`config.mk`:
```
export PLATFORM = sky130hd
export DESIGN_NAME = block_move_sequencer
export DESIGN_NICKNAME = d
export VERILOG_FILES = /design/src/block_move_pkg.sv /design/src/move_fifo.sv /design/src/block_move_sequencer.sv
export SDC_FILE = /design/constraint.sdc
export NUM_CORES = 1
export LEC_CHECK = 0
export BUFFER_PORTS_ARGS = -buffer_cell sky130_fd_sc_hd__buf_2
export CAP_MARGIN = 20
export CORE_MARGIN = 8
export CORE_UTILIZATION = 37
export DETAILED_ROUTE_END_ITERATION = 12
export SYNTH_ARGS = -nofsm -noshare
export SYNTH_HDL_FRONTEND = slang
export SYNTH_SLANG_ARGS = --single-unit
export TNS_END_PERCENT = 20
```
`constraint.sdc`:
```
create_clock -name clk_i -period 6.2 [get_ports clk_i]
set_input_delay 1.24 -clock clk_i [delete_from_list [all_inputs] [get_ports clk_i]]
set_output_delay 1.24 -clock clk_i [all_outputs]
set_load 0.005 [all_outputs]
```
`src/block_move_pkg.sv`:
```
// constants, encodings and states for the block move sequencer
// assumes a 16-bit cpu datapath with eight auxiliary registers
package block_move_pkg;
  localparam int WORD_W = 16;
  localparam int AUX_COUNT = 8;
  localparam int AUX_SEL_W = 3;
  localparam int PAGE_W = 9;
  localparam int DMA_W = 7;
  localparam int FIFO_DEPTH = 16;
  localparam int FIFO_LEVEL_W = 5;
  localparam int CLK_PERIOD_NS = 25;
  // upper opcode byte of each form
  localparam logic [7:0] OP_DATA_SRC_LONG = 8'ha8;
  localparam logic [7:0] OP_DATA_DST_LONG = 8'ha9;
  localparam logic [7:0] OP_PROG_SRC_LONG = 8'ha5;
  // opcode field positions
  localparam int OPC_HI = 15;
  localparam int OPC_LO = 8;
  localparam int IND_BIT = 7;
  localparam int MODE_HI = 6;
  localparam int MODE_LO = 4;
  localparam int NEXT_BIT = 3;
  localparam int NAR_HI = 2;
  localparam int NAR_LO = 0;
  // indirect update options
  localparam logic [2:0] IND_NONE = 3'h0;
  localparam logic [2:0] IND_DEC = 3'h1;
  localparam logic [2:0] IND_INC = 3'h2;
  localparam logic [2:0] IND_RSVD = 3'h3;
  localparam logic [2:0] IND_BR_SUB = 3'h4;
  localparam logic [2:0] IND_SUB_IDX = 3'h5;
  localparam logic [2:0] IND_ADD_IDX = 3'h6;
  localparam logic [2:0] IND_BR_ADD = 3'h7;
  localparam logic [15:0] RETURN_STEP = 16'h0002;
  localparam logic [15:0] POINTER_STEP = 16'h0001;
  localparam logic [15:0] COUNT_RESET = 16'h0000;
  localparam logic [15:0] ADDR_RESET = 16'h0000;
  typedef enum logic [3:0] {
    ST_IDLE = 4'b0001,
    ST_RUN = 4'b0010,
    ST_DRAIN = 4'b0100,
    ST_RESTORE = 4'b1000
  } seq_state_e;
endpackage

```
`src/move_fifo.sv`:
```
// small flip-flop fifo carrying moved words toward the write port
// assumes one clock, synchronous active-low reset
`timescale 1ns/100ps
module move_fifo #(
  parameter int WIDTH = 32,
  parameter int DEPTH = 16,
  parameter int LEVEL_W = 5
) (
  input wire logic clk_i,
  input wire logic rstn_i,
  input wire logic in_valid_i,
  output logic in_ready_o,
  input wire logic [WIDTH-1:0] in_data_i,
  output logic out_valid_o,
  input wire logic out_ready_i,
  output logic [WIDTH-1:0] out_data_o,
  output logic [LEVEL_W-1:0] level_o
);
  localparam int PTR_W = $clog2(DEPTH);
  logic [WIDTH-1:0] mem_reg [DEPTH];
  logic [PTR_W-1:0] wr_ptr_reg;
  logic [PTR_W-1:0] rd_ptr_reg;
  logic [LEVEL_W-1:0] level_reg;
  logic push;
  logic pop;

  assign in_ready_o = (level_reg != LEVEL_W'(DEPTH));
  assign out_valid_o = (level_reg != '0);
  assign out_data_o = mem_reg[rd_ptr_reg];
  assign level_o = level_reg;
  assign push = in_valid_i && in_ready_o;
  assign pop = out_valid_o && out_ready_i;

  always_ff @(posedge clk_i)
  begin
    if (push)
    begin
      mem_reg[wr_ptr_reg] <= in_data_i;
    end
  end

  always_ff @(posedge clk_i)
  begin
    if (!rstn_i)
    begin
      wr_ptr_reg <= '0;
      rd_ptr_reg <= '0;
      level_reg <= '0;
    end
    else
    begin
      if (push)
      begin
        wr_ptr_reg <= (wr_ptr_reg == PTR_W'(DEPTH - 1)) ? '0 : wr_ptr_reg + 1'b1;
      end
      if (pop)
      begin
        rd_ptr_reg <= (rd_ptr_reg == PTR_W'(DEPTH - 1)) ? '0 : rd_ptr_reg + 1'b1;
      end
      if (push && !pop)
      begin
        level_reg <= level_reg + 1'b1;
      end
      else if (pop && !push)
      begin
        level_reg <= level_reg - 1'b1;
      end
    end
  end
endmodule

```
`src/block_move_sequencer.sv`:
```
// sequencer for the data-to-data and program-to-data block moves
// assumes the decoder hands over both instruction words in one start pulse,
// memories answer reads in order, and the cpu holds its datapath while busy
// Notes on behaviour
// RULE1: data move copies source word unchanged
// RULE2: long immediate on one side, other direct/indirect
// RULE3: software never moves memory-mapped registers this way
// RULE4: repeated move transfers count plus one
// RULE5: save return address, restore at end
// RULE6: long immediate pointer advances by one
// RULE7: indirect operand updates aux register each transfer
// RULE8: direct operand address stays constant
// RULE9: source and destination placed independently
// RULE10: interrupts held off during repeated data move
// RULE11: repeated transfers single cycle without waits
// RULE12: single internal move takes three cycles
// RULE13: external destination adds its wait states
// RULE14: repeated internal move near n plus two
// RULE15: external repeated move pays waits per word
// RULE16: program move reads program memory at pointer
// RULE17: program move destination direct or indirect
// RULE18: decode address, direct field, aux selector
// RULE19: repeated program move holds interrupts too
// RULE20: program source wait states stretch the read
// RULE21: seven indirect update options
// RULE22: two words, status bits untouched
`timescale 1ns/100ps
module block_move_sequencer
  import block_move_pkg::*;
#(
  parameter int DEPTH = FIFO_DEPTH
) (
  input wire logic clk_i,
  input wire logic rstn_i,
  input wire logic start_i,
  input wire logic [WORD_W-1:0] opcode_i,
  input wire logic [WORD_W-1:0] long_word_i,
  input wire logic [WORD_W-1:0] pc_i,
  input wire logic repeat_active_i,
  input wire logic [WORD_W-1:0] repeat_count_i,
  input wire logic [PAGE_W-1:0] data_page_i,
  input wire logic aux_load_i,
  input wire logic [AUX_SEL_W-1:0] aux_load_sel_i,
  input wire logic [WORD_W-1:0] aux_load_value_i,
  input wire logic aux_pointer_load_i,
  input wire logic [AUX_SEL_W-1:0] aux_pointer_value_i,
  input wire logic rd_ready_i,
  input wire logic rd_valid_i,
  input wire logic [WORD_W-1:0] rd_data_i,
  input wire logic wr_ready_i,
  output logic busy_o,
  output logic illegal_o,
  output logic done_o,
  output logic rd_req_o,
  output logic rd_program_o,
  output logic [WORD_W-1:0] rd_addr_o,
  output logic wr_req_o,
  output logic [WORD_W-1:0] wr_addr_o,
  output logic [WORD_W-1:0] wr_data_o,
  output logic [WORD_W-1:0] pc_o,
  output logic pc_load_o,
  output logic [WORD_W-1:0] repeat_count_o,
  output logic int_inhibit_o,
  output logic [AUX_SEL_W-1:0] aux_pointer_o,
  output logic [WORD_W-1:0] aux_value_o
);
  localparam int LVL_W = FIFO_LEVEL_W;

  seq_state_e state_reg;
  logic [WORD_W-1:0] aux_reg [AUX_COUNT];
  logic [AUX_SEL_W-1:0] aux_ptr_reg;
  logic [WORD_W-1:0] micro_stack_reg;
  logic [WORD_W-1:0] pc_reg;
  logic [WORD_W-1:0] direct_addr_reg;
  logic [WORD_W-1:0] count_reg;
  logic first_reg;
  logic src_long_reg;
  logic indirect_reg;
  logic program_reg;
  logic repeat_reg;
  logic [2:0] mode_reg;
  logic next_reg;
  logic [AUX_SEL_W-1:0] nar_reg;
  logic [LVL_W-1:0] inflight_reg;
  logic rd_req_reg;
  logic [WORD_W-1:0] rd_addr_reg;
  logic wr_req_reg;
  logic [WORD_W-1:0] wr_addr_reg;
  logic [WORD_W-1:0] wr_data_reg;
  logic pc_load_reg;
  logic done_reg;
  logic illegal_reg;
  logic busy_reg;
  logic inhibit_reg;
  logic [WORD_W-1:0] aux_value_reg;
  logic [7:0] opc;
  logic legal;
  logic take;
  logic more;
  logic issue;
  logic accept;
  logic [WORD_W-1:0] dst_addr;
  logic aux_step;
  logic fifo_in_ready;
  logic fifo_out_valid;
  logic fifo_out_ready;
  logic [2*WORD_W-1:0] fifo_out_data;
  logic [LVL_W-1:0] fifo_level;

  function automatic logic [WORD_W-1:0] bit_rev(input logic [WORD_W-1:0] v);
    logic [WORD_W-1:0] r;
    r = '0;
    for (int i = 0; i < WORD_W; i++)
    begin
      r[i] = v[WORD_W-1-i];
    end
    return r;
  endfunction

  // one of the seven indirect update options applied to an aux register
  function automatic logic [WORD_W-1:0] aux_modify(input logic [WORD_W-1:0] a,
                                                   input logic [WORD_W-1:0] idx,
                                                   input logic [2:0] mode);
    logic [WORD_W-1:0] r;
    r = a;
    case (mode)
      IND_DEC: r = a - 1'b1;
      IND_INC: r = a + 1'b1;
      IND_ADD_IDX: r = a + idx;
      IND_SUB_IDX: r = a - idx;
      IND_BR_ADD: r = bit_rev(bit_rev(a) + bit_rev(idx));
      IND_BR_SUB: r = bit_rev(bit_rev(a) - bit_rev(idx));
      default: r = a;
    endcase
    return r;
  endfunction

  assign opc = opcode_i[OPC_HI:OPC_LO];
  assign legal = (opc == OP_DATA_SRC_LONG) || (opc == OP_DATA_DST_LONG) || // [RULE2]
                 (opc == OP_PROG_SRC_LONG);
  assign take = start_i && (state_reg == ST_IDLE) && legal;
  // the fifo credit keeps every returning word a place, so reads never overrun
  assign more = (state_reg == ST_RUN) && (first_reg || count_reg != COUNT_RESET); // [RULE4]
  assign issue = more && (!rd_req_reg || rd_ready_i) &&
                 (LVL_W'(inflight_reg + fifo_level) < LVL_W'(DEPTH)); // [RULE11] [RULE12] [RULE14]
  assign accept = rd_req_reg && rd_ready_i;
  assign aux_step = indirect_reg && ((src_long_reg && rd_valid_i) || // [RULE7]
                                     (!src_long_reg && issue));
  assign dst_addr = src_long_reg ? (indirect_reg ? aux_reg[aux_ptr_reg] : direct_addr_reg)
                                 : pc_reg; // [RULE8]
  assign fifo_out_ready = !wr_req_reg || wr_ready_i;

  always_ff @(posedge clk_i)
  begin
    if (!rstn_i)
    begin
      state_reg <= ST_IDLE;
    end
    else
    begin
      case (state_reg)
        ST_IDLE: if (take) state_reg <= ST_RUN;
        ST_RUN: if (!more) state_reg <= ST_DRAIN;
        ST_DRAIN:
          if (inflight_reg == '0 && !fifo_out_valid && !wr_req_reg && !rd_req_reg)
            state_reg <= ST_RESTORE;
        ST_RESTORE: state_reg <= ST_IDLE;
        default: state_reg <= ST_IDLE;
      endcase
    end
  end

  // decode and latch the opcode word and return address at start
  always_ff @(posedge clk_i)
  begin
    if (!rstn_i)
    begin
      src_long_reg <= 1'b1;
      indirect_reg <= 1'b0;
      program_reg <= 1'b0;
      repeat_reg <= 1'b0;
      mode_reg <= IND_NONE;
      next_reg <= 1'b0;
      nar_reg <= '0;
      direct_addr_reg <= ADDR_RESET;
      micro_stack_reg <= ADDR_RESET;
    end
    else if (take)
    begin
      src_long_reg <= (opc != OP_DATA_DST_LONG); // [RULE16] [RULE17]
      program_reg <= (opc == OP_PROG_SRC_LONG);
      indirect_reg <= opcode_i[IND_BIT];
      mode_reg <= opcode_i[MODE_HI:MODE_LO]; // [RULE21]
      next_reg <= opcode_i[NEXT_BIT];
      nar_reg <= opcode_i[NAR_HI:NAR_LO]; // [RULE18]
      direct_addr_reg <= {data_page_i, opcode_i[DMA_W-1:0]}; // [RULE18]
      repeat_reg <= repeat_active_i;
      micro_stack_reg <= pc_i + RETURN_STEP; // [RULE5] [RULE22]
    end
  end

  // long immediate pointer: loaded at start, stepped per transfer, restored at end
  always_ff @(posedge clk_i)
  begin
    if (!rstn_i)
    begin
      pc_reg <= ADDR_RESET;
      pc_load_reg <= 1'b0;
    end
    else
    begin
      pc_load_reg <= (state_reg == ST_RESTORE);
      if (take)
        pc_reg <= long_word_i; // [RULE5]
      else if (state_reg == ST_RESTORE)
        pc_reg <= micro_stack_reg; // [RULE5]
      else if ((src_long_reg && issue) || (!src_long_reg && rd_valid_i))
        pc_reg <= pc_reg + POINTER_STEP; // [RULE6]
    end
  end

  always_ff @(posedge clk_i)
  begin
    if (!rstn_i)
    begin
      count_reg <= COUNT_RESET;
      first_reg <= 1'b0;
    end
    else if (take)
    begin
      count_reg <= repeat_active_i ? repeat_count_i : COUNT_RESET; // [RULE4]
      first_reg <= 1'b1;
    end
    else if (issue)
    begin
      first_reg <= 1'b0;
      if (!first_reg)
        count_reg <= count_reg - 1'b1; // [RULE4]
    end
  end

  // read side: one request may be outstanding on the port, more in flight
  always_ff @(posedge clk_i)
  begin
    if (!rstn_i)
    begin
      rd_req_reg <= 1'b0;
      rd_addr_reg <= ADDR_RESET;
      inflight_reg <= '0;
    end
    else
    begin
      if (issue)
      begin
        rd_req_reg <= 1'b1;
        rd_addr_reg <= src_long_reg ? pc_reg :
                       (indirect_reg ? aux_reg[aux_ptr_reg] : direct_addr_reg); // [RULE8]
      end
      else if (accept)
        rd_req_reg <= 1'b0;
      if (issue && !rd_valid_i)
        inflight_reg <= inflight_reg + 1'b1;
      else if (rd_valid_i && !issue)
        inflight_reg <= inflight_reg - 1'b1;
    end
  end

  always_ff @(posedge clk_i)
  begin
    if (!rstn_i)
    begin
      aux_ptr_reg <= '0;
      for (int i = 0; i < AUX_COUNT; i++)
        aux_reg[i] <= ADDR_RESET;
    end
    else if (aux_step)
    begin
      aux_reg[aux_ptr_reg] <= aux_modify(aux_reg[aux_ptr_reg], aux_reg[0], mode_reg); // [RULE7]
      if (next_reg)
        aux_ptr_reg <= nar_reg; // [RULE7]
    end
    else
    begin
      // cpu loads are only honoured in cycles without an aux update
      if (aux_load_i)
        aux_reg[aux_load_sel_i] <= aux_load_value_i;
      if (aux_pointer_load_i)
        aux_ptr_reg <= aux_pointer_value_i;
    end
  end

  // returning words carry their destination address with them
  move_fifo #(
    .WIDTH(2 * WORD_W),
    .DEPTH(DEPTH),
    .LEVEL_W(LVL_W)
  ) u_fifo (
    .clk_i(clk_i),
    .rstn_i(rstn_i),
    .in_valid_i(rd_valid_i),
    .in_ready_o(fifo_in_ready),
    .in_data_i({dst_addr, rd_data_i}), // [RULE1] [RULE9]
    .out_valid_o(fifo_out_valid),
    .out_ready_i(fifo_out_ready),
    .out_data_o(fifo_out_data),
    .level_o(fifo_level)
  );

  always_ff @(posedge clk_i)
  begin
    if (!rstn_i)
    begin
      wr_req_reg <= 1'b0;
      wr_addr_reg <= ADDR_RESET;
      wr_data_reg <= ADDR_RESET;
    end
    else if (fifo_out_ready)
    begin
      wr_req_reg <= fifo_out_valid; // [RULE13] [RULE15]
      if (fifo_out_valid)
      begin
        wr_addr_reg <= fifo_out_data[2*WORD_W-1:WORD_W];
        wr_data_reg <= fifo_out_data[WORD_W-1:0]; // [RULE1]
      end
    end
  end

  always_ff @(posedge clk_i)
  begin
    if (!rstn_i)
    begin
      busy_reg <= 1'b0;
      inhibit_reg <= 1'b0;
      done_reg <= 1'b0;
      illegal_reg <= 1'b0;
      aux_value_reg <= ADDR_RESET;
    end
    else
    begin
      busy_reg <= take || (busy_reg && state_reg != ST_RESTORE);
      inhibit_reg <= (take && repeat_active_i) ||
                     (inhibit_reg && state_reg != ST_RESTORE); // [RULE10] [RULE19]
      done_reg <= (state_reg == ST_RESTORE);
      illegal_reg <= start_i && (state_reg == ST_IDLE) && !legal;
      // output stays a flop; it trails an aux update by one cycle
      aux_value_reg <= aux_reg[aux_ptr_reg];
    end
  end

  assign busy_o = busy_reg;
  assign illegal_o = illegal_reg;
  assign done_o = done_reg;
  assign rd_req_o = rd_req_reg;
  assign rd_program_o = program_reg; // [RULE16] [RULE20]
  assign rd_addr_o = rd_addr_reg;
  assign wr_req_o = wr_req_reg;
  assign wr_addr_o = wr_addr_reg;
  assign wr_data_o = wr_data_reg;
  assign pc_o = pc_reg;
  assign pc_load_o = pc_load_reg;
  assign repeat_count_o = count_reg;
  assign int_inhibit_o = inhibit_reg;
  assign aux_pointer_o = aux_ptr_reg;
  assign aux_value_o = aux_value_reg;
endmodule

```
After elaboration in Yosys (flattened, before gate mapping)
Memories as Yosys holds them, arrays and structs flattened. A register that Yosys moved wholly into a read port is not among the register bits.
Cells that the tools add are included.
{"block": "word_totals", "register_bits": 138, "mem_bits_rw": 640, "elab_cells": 173, "n_memories": 2}
{"memory": "u_fifo.mem_reg", "depth": 16, "width": 32, "read_ports": 1, "rd_clocked_by_memory_dff": 1, "wr": 1, "line": "move_fifo.sv:20", "source": "logic [WIDTH-1:0] mem_reg [DEPTH];"}
{"memory": "aux_reg", "depth": 8, "width": 16, "read_ports": 2, "rd_clocked_by_memory_dff": 1, "wr": 8, "line": "block_move_sequencer.sv:70", "source": "logic [WORD_W-1:0] aux_reg [AUX_COUNT];"}
{"block": "classes", "addsub": 16, "magnitude_cmp": 1, "n_eq_ne": 23, "muxes": 48, "reduce_logical": 58}
{"cell": "$mux W16", "count": 14}
{"cell": "$pmux W16 S6", "count": 1}
{"cell": "$add A16 B1 Y16 const B", "count": 2}
{"cell": "$add A16 B16 Y16", "count": 2}
{"cell": "$reduce_or A16 Y1", "count": 2}
{"cell": "$sub A16 B1 Y16 const B", "count": 2}
{"cell": "$sub A16 B16 Y16", "count": 2}
{"cell": "$eq A8 B8 Y1 const B", "count": 3}
{"cell": "$logic_and A1 B1 Y1", "count": 24}
{"cell": "$mux W3", "count": 7}
{"cell": "$mux W4", "count": 5}
{"cell": "$mux W5", "count": 4}
{"cell": "$add A16 B2 Y16 const B", "count": 1}
{"cell": "$mux W1", "count": 16}
{"cell": "$reduce_bool A16 Y1", "count": 1}
{"cell": "$eq A3 B3 Y1 const B", "count": 4}
{"cell": "$eq A4 B4 Y1 const B", "count": 3}
{"cell": "$pmux W4 S3", "count": 1}
{"cell": "$add A5 B1 Y5 const B", "count": 2}
{"cell": "$logic_not A1 Y1", "count": 10}
{"cell": "$reduce_bool A2 Y1", "count": 5}
{"cell": "$sub A5 B1 Y5 const B", "count": 2}
{"cell": "$logic_or A1 B1 Y1", "count": 9}
{"cell": "$add A4 B1 Y4 const B", "count": 2}
{"cell": "other kinds (17)", "count": 22}

Logic depth before layout (Yosys ltp)
{"block": "depth", "ltp_word": 14, "mapped_depth": 17, "depth_no_buf": 17}

Cells and area by module
Synthesis repeated with hierarchy kept, for this count alone.
{"block": "unflattened", "hier_cells": 2601, "hier_area_um2": 35796.8}
{"mod": "move_fifo", "n_inst": 1, "cells_each": 896, "area_each_um2": 20059.2, "seq_area_each_um2": 15715.1}
{"mod": "block_move_sequencer", "n_inst": 1, "cells_each": 1705, "area_each_um2": 15737.6, "seq_area_each_um2": 6906.6}

Worst setup path after synthesis
No wires, ideal clock.
{"block": "synth_timing", "kind": "register to register", "from": "reg (tool-made name)", "to": "mem aux_reg[0][10], data pin", "setup_time_ps": 267, "t_arrival_ps": 4449, "required_ps": 5933, "setup_slack_ps": 1484, "path_stages_with_launch": 16, "cell_sequence": "dfxtp_1 buf_2 buf_1 buf_1 mux4_2 mux2i_1 inv_1 fa_1 a211oi_1 o21bai_1 a2111oi_0 nor2_1 xor2_1 a221o_1 mux2i_2 nor2_1"}
{"element": "to (decl)", "line": "block_move_sequencer.sv:70"}

==> flow_metrics.py <==
metrics = {
    "cts": {
        "clock_path_buffers": 3,
        "ctsResizeCount": 0,
        "htree_levels": 3,
        "clkSinkCount": 806,
        "cts-buffers-inserted": 82,
        "postCtsHoldBufs": 0,
        "clock_latency_ps": 650,
        "postCtsSetupRepairBufs": 0,
        "clk_transition_reported_paths_ps": 60,
        "cts_tree": "yes",
        "cts_root_buffer": "clkbuf_16",
    },
    "synth": {
        "synth.distinct_cells": 83,
        "synth_mux_area_share_pct": 13.9,
        "yosysTopAreaCellShare_pct": 53.6,
        "yosys_register_bits": 806,
        "synth_top_family_by_area": "multiplexers",
        "ys.flop_type": "edfxtp_1",
        "yosys.area_share.simple_pct": 8.62,
        "synth_compound_area_share_pct": 7.67,
        "postSynth.asyncResetShare_pct": 0,
        "synth_fp_nets": 2728,
        "synthAdderAreaFrac_pct": 2.58,
        "avgSynthCellArea_sq_um": 14.1,
        "synth_cells": 2537,
        "syn_area_sq_um": 35900,
        "synth_edf_count": 640,
        "yosys-top-cells-count": "edfxtp_1, nor2_1, nand2_1",
        "synthTopCellsByArea": "edfxtp_1, mux4_2, dfxtp_1, nor2_1, a21oi_1",
        "synthXorXnorAreaFrac_pct": 2.03,
        "ys_seq_area_share_pct": 62.9,
        "synth_area_leader_cell": "edfxtp_1",
        "yosys_warnings": 0,
        "synth_most_common_cell": "edfxtp_1",
    },
    "power": {
        "ir_drop_mv": 0.293,
        "powerDensity_nw_per_um2": 346,
        "power_leakage_nw": 14.3,
    },
    "timing": {
        "max_slew_margin_pct": 25.8,
        "final.period_utilization_pct": 89.3,
        "setup_tns_ps": 0,
        "layout_setup_ws_ps": 662,
        "rsz0062_at_grt": "no",
        "slew_viol_final": 0,
        "fin_skew_ps": 27.4,
        "max_freq_mhz": 181,
        "post-route-min-period_ps": 5540,
        "setup_violations": 0,
        "final_hold_viol_count": 0,
        "tightest_slew_ps": 1110,
    },
    "cells_and_area": {
        "final_nets": 2955,
        "area_growth_pct": 15.5,
        "fin_util_pct": 43.0,
        "fin_area_sq_um": 41400,
        "largest_reg_flops": 512,
        "drive_above_1_share_pct": 24.3,
    },
    "place": {
        "pre_cts_ws_ps": 771,
        "dp_hpwl_mm": 66.6,
        "place_area_sq_um": 38700,
        "io_buffer_count": 226,
        "gp_congestion": 0.908,
    },
    "flow_run": {
        "drv_cap": 0,
    },
    "floorplanning": {
        "num_io_pins": 227,
        "die_area_sq_um": 107000,
        "die_w_um": 327,
        "die_h_um": 327,
        "start_util_pct": 37.2,
        "coreArea_sq_um": 96400,
        "row_count": 114,
    },
    "status": {
        "status": "completed",
    },
    "grt": {
        "gr-usage-all-layers_pct": 18.7,
        "antenna_found_initial": 6,
        "grt_max_degree": 69,
        "grt_pass1_wl_mm": 153,
        "grt_pass1_vias": 23348,
        "grt_overflow": 0,
    },
    "detailed_routing": {
        "routed.top_layer": "met4",
        "wl_mm": 103,
        "ant_nets": 0,
        "dr.pass1.iters": 6,
        "wl_met1_mm": 43.0,
        "met2_length_mm": 50.1,
        "first_iter_violations": 2048,
        "via_count": 22920,
        "via_per_inst": 5.58,
        "met3WireLength_mm": 7.20,
        "drc": 0,
        "wl_per_cell_um": 25.0,
    },
    "critical_path": {
        "worst_ep_required_time_ps": 6570,
        "critical_path_arrival_ps": 5910,
        "cp-end-kind": "register",
        "worstSetupPathType": "register to register",
        "cp_common_cell": "buf_4",
        "slowest_delay_ps": 950,
        "crit_chain": "buf_4, buf_4, mux4_2, mux2i_1, inv_1, fa_1, a211oi_1, o21bai_1, a2111oi_0, o31ai_1, a21oi_1, xnor2_1, a221oi_2, nor2_1",
        "path_max_fanout": 16,
        "crit_buf_inv": 3,
        "critical_path.top_delay_family": "compound AO/OA/AOI/OAI gates",
        "worstSetupStartpointType": "register",
        "crit_path_top_delay_cell": "a2111oi_0",
    },
    "hold_path": {
        "hold_path.class": "register to register",
    },
}
==> metal layers <==
layer / GRT usage (%) / vias to the layer above
met2: 31.3 / 919
met4: 5.07 / 0
met5: 0 / -
met3: 3.17 / 153
li1: - / 10144
met1: 25.1 / 11704
==> final timing paths <==
kind	from	to	slack, ps	cells after the start
setup / recovery	register	aux_reg[4][14]	660	14
hold / removal	wr_addr_o[7]	wr_addr_o[7]	450	2
setup reg to reg	register	aux_reg[4][14]	660	14
hold reg to reg	wr_addr_o[7]	wr_addr_o[7]	450	2
==> power by group <==
group / internal, W / switching, W
sequential: 0.00608 / 0.000227
clock: 0.00287 / 0.00212
combinational: 0.00144 / 0.00161
total: 0.0104 / 0.00395
==> placed cells by master (no fill, tap or decap), drive strengths merged, types with 31 or more instances in the layout <==
| cell | n |
|---|---|
| a211oi | 68 |
| a21oi | 169 |
| buf | 290 |
| clkbuf | 109 |
| clkinv | 31 |
| dfxtp | 166 |
| edfxtp | 640 |
| ha | 66 |
| inv | 59 |
| mux2i | 43 |
| mux4 | 192 |
| nand2 | 207 |
| nor2 | 289 |
| nor3 | 38 |
| o21ai | 65 |
| xnor2 | 48 |
| xor2 | 35 |
==> per-stage QoR <==
step	std cells	hold WS, ps	power (W)
after CTS	4106	456	0.0145
after global routing	4107	474	0.0149
after global placement	3953	441	0.00946
after detailed placement	3955	447	0.00949
after floorplan	2537	436	0.00849
final	4109	453	0.0143
==> cell families after synthesis <==
| group | count (synthesis) |
|---|---|
| multiplexers | 254 |
| flip-flops | 806 |
| buffers and inverters | 204 |
| XOR/XNOR | 83 |
| adder cells (fa/ha/maj) | 71 |
| AND/OR/NAND/NOR | 690 |
| AO/OA/AOI/OAI | 429 |
==> layout make-up <==
type                            instances  area [sq um]
Fill cell                            8739         55000
Inverter                               57           216
Antenna cell                            2          5.00
Timing Repair Buffer                  290          1690
Sequential cell                       806         22600
Clock buffer                          109          2290
Multi-Input combinational cell       1527         12600
Clock inverter                         42           445
Tap cell                             1276          1600
==> tightest hold or removal path, delay by kind of cell, from the launching register on <==
kind	cells	cell delay, ps
flops	1	310
compound gates	1	50
simple gates	1	50
(Power assumes the default switching activity.)
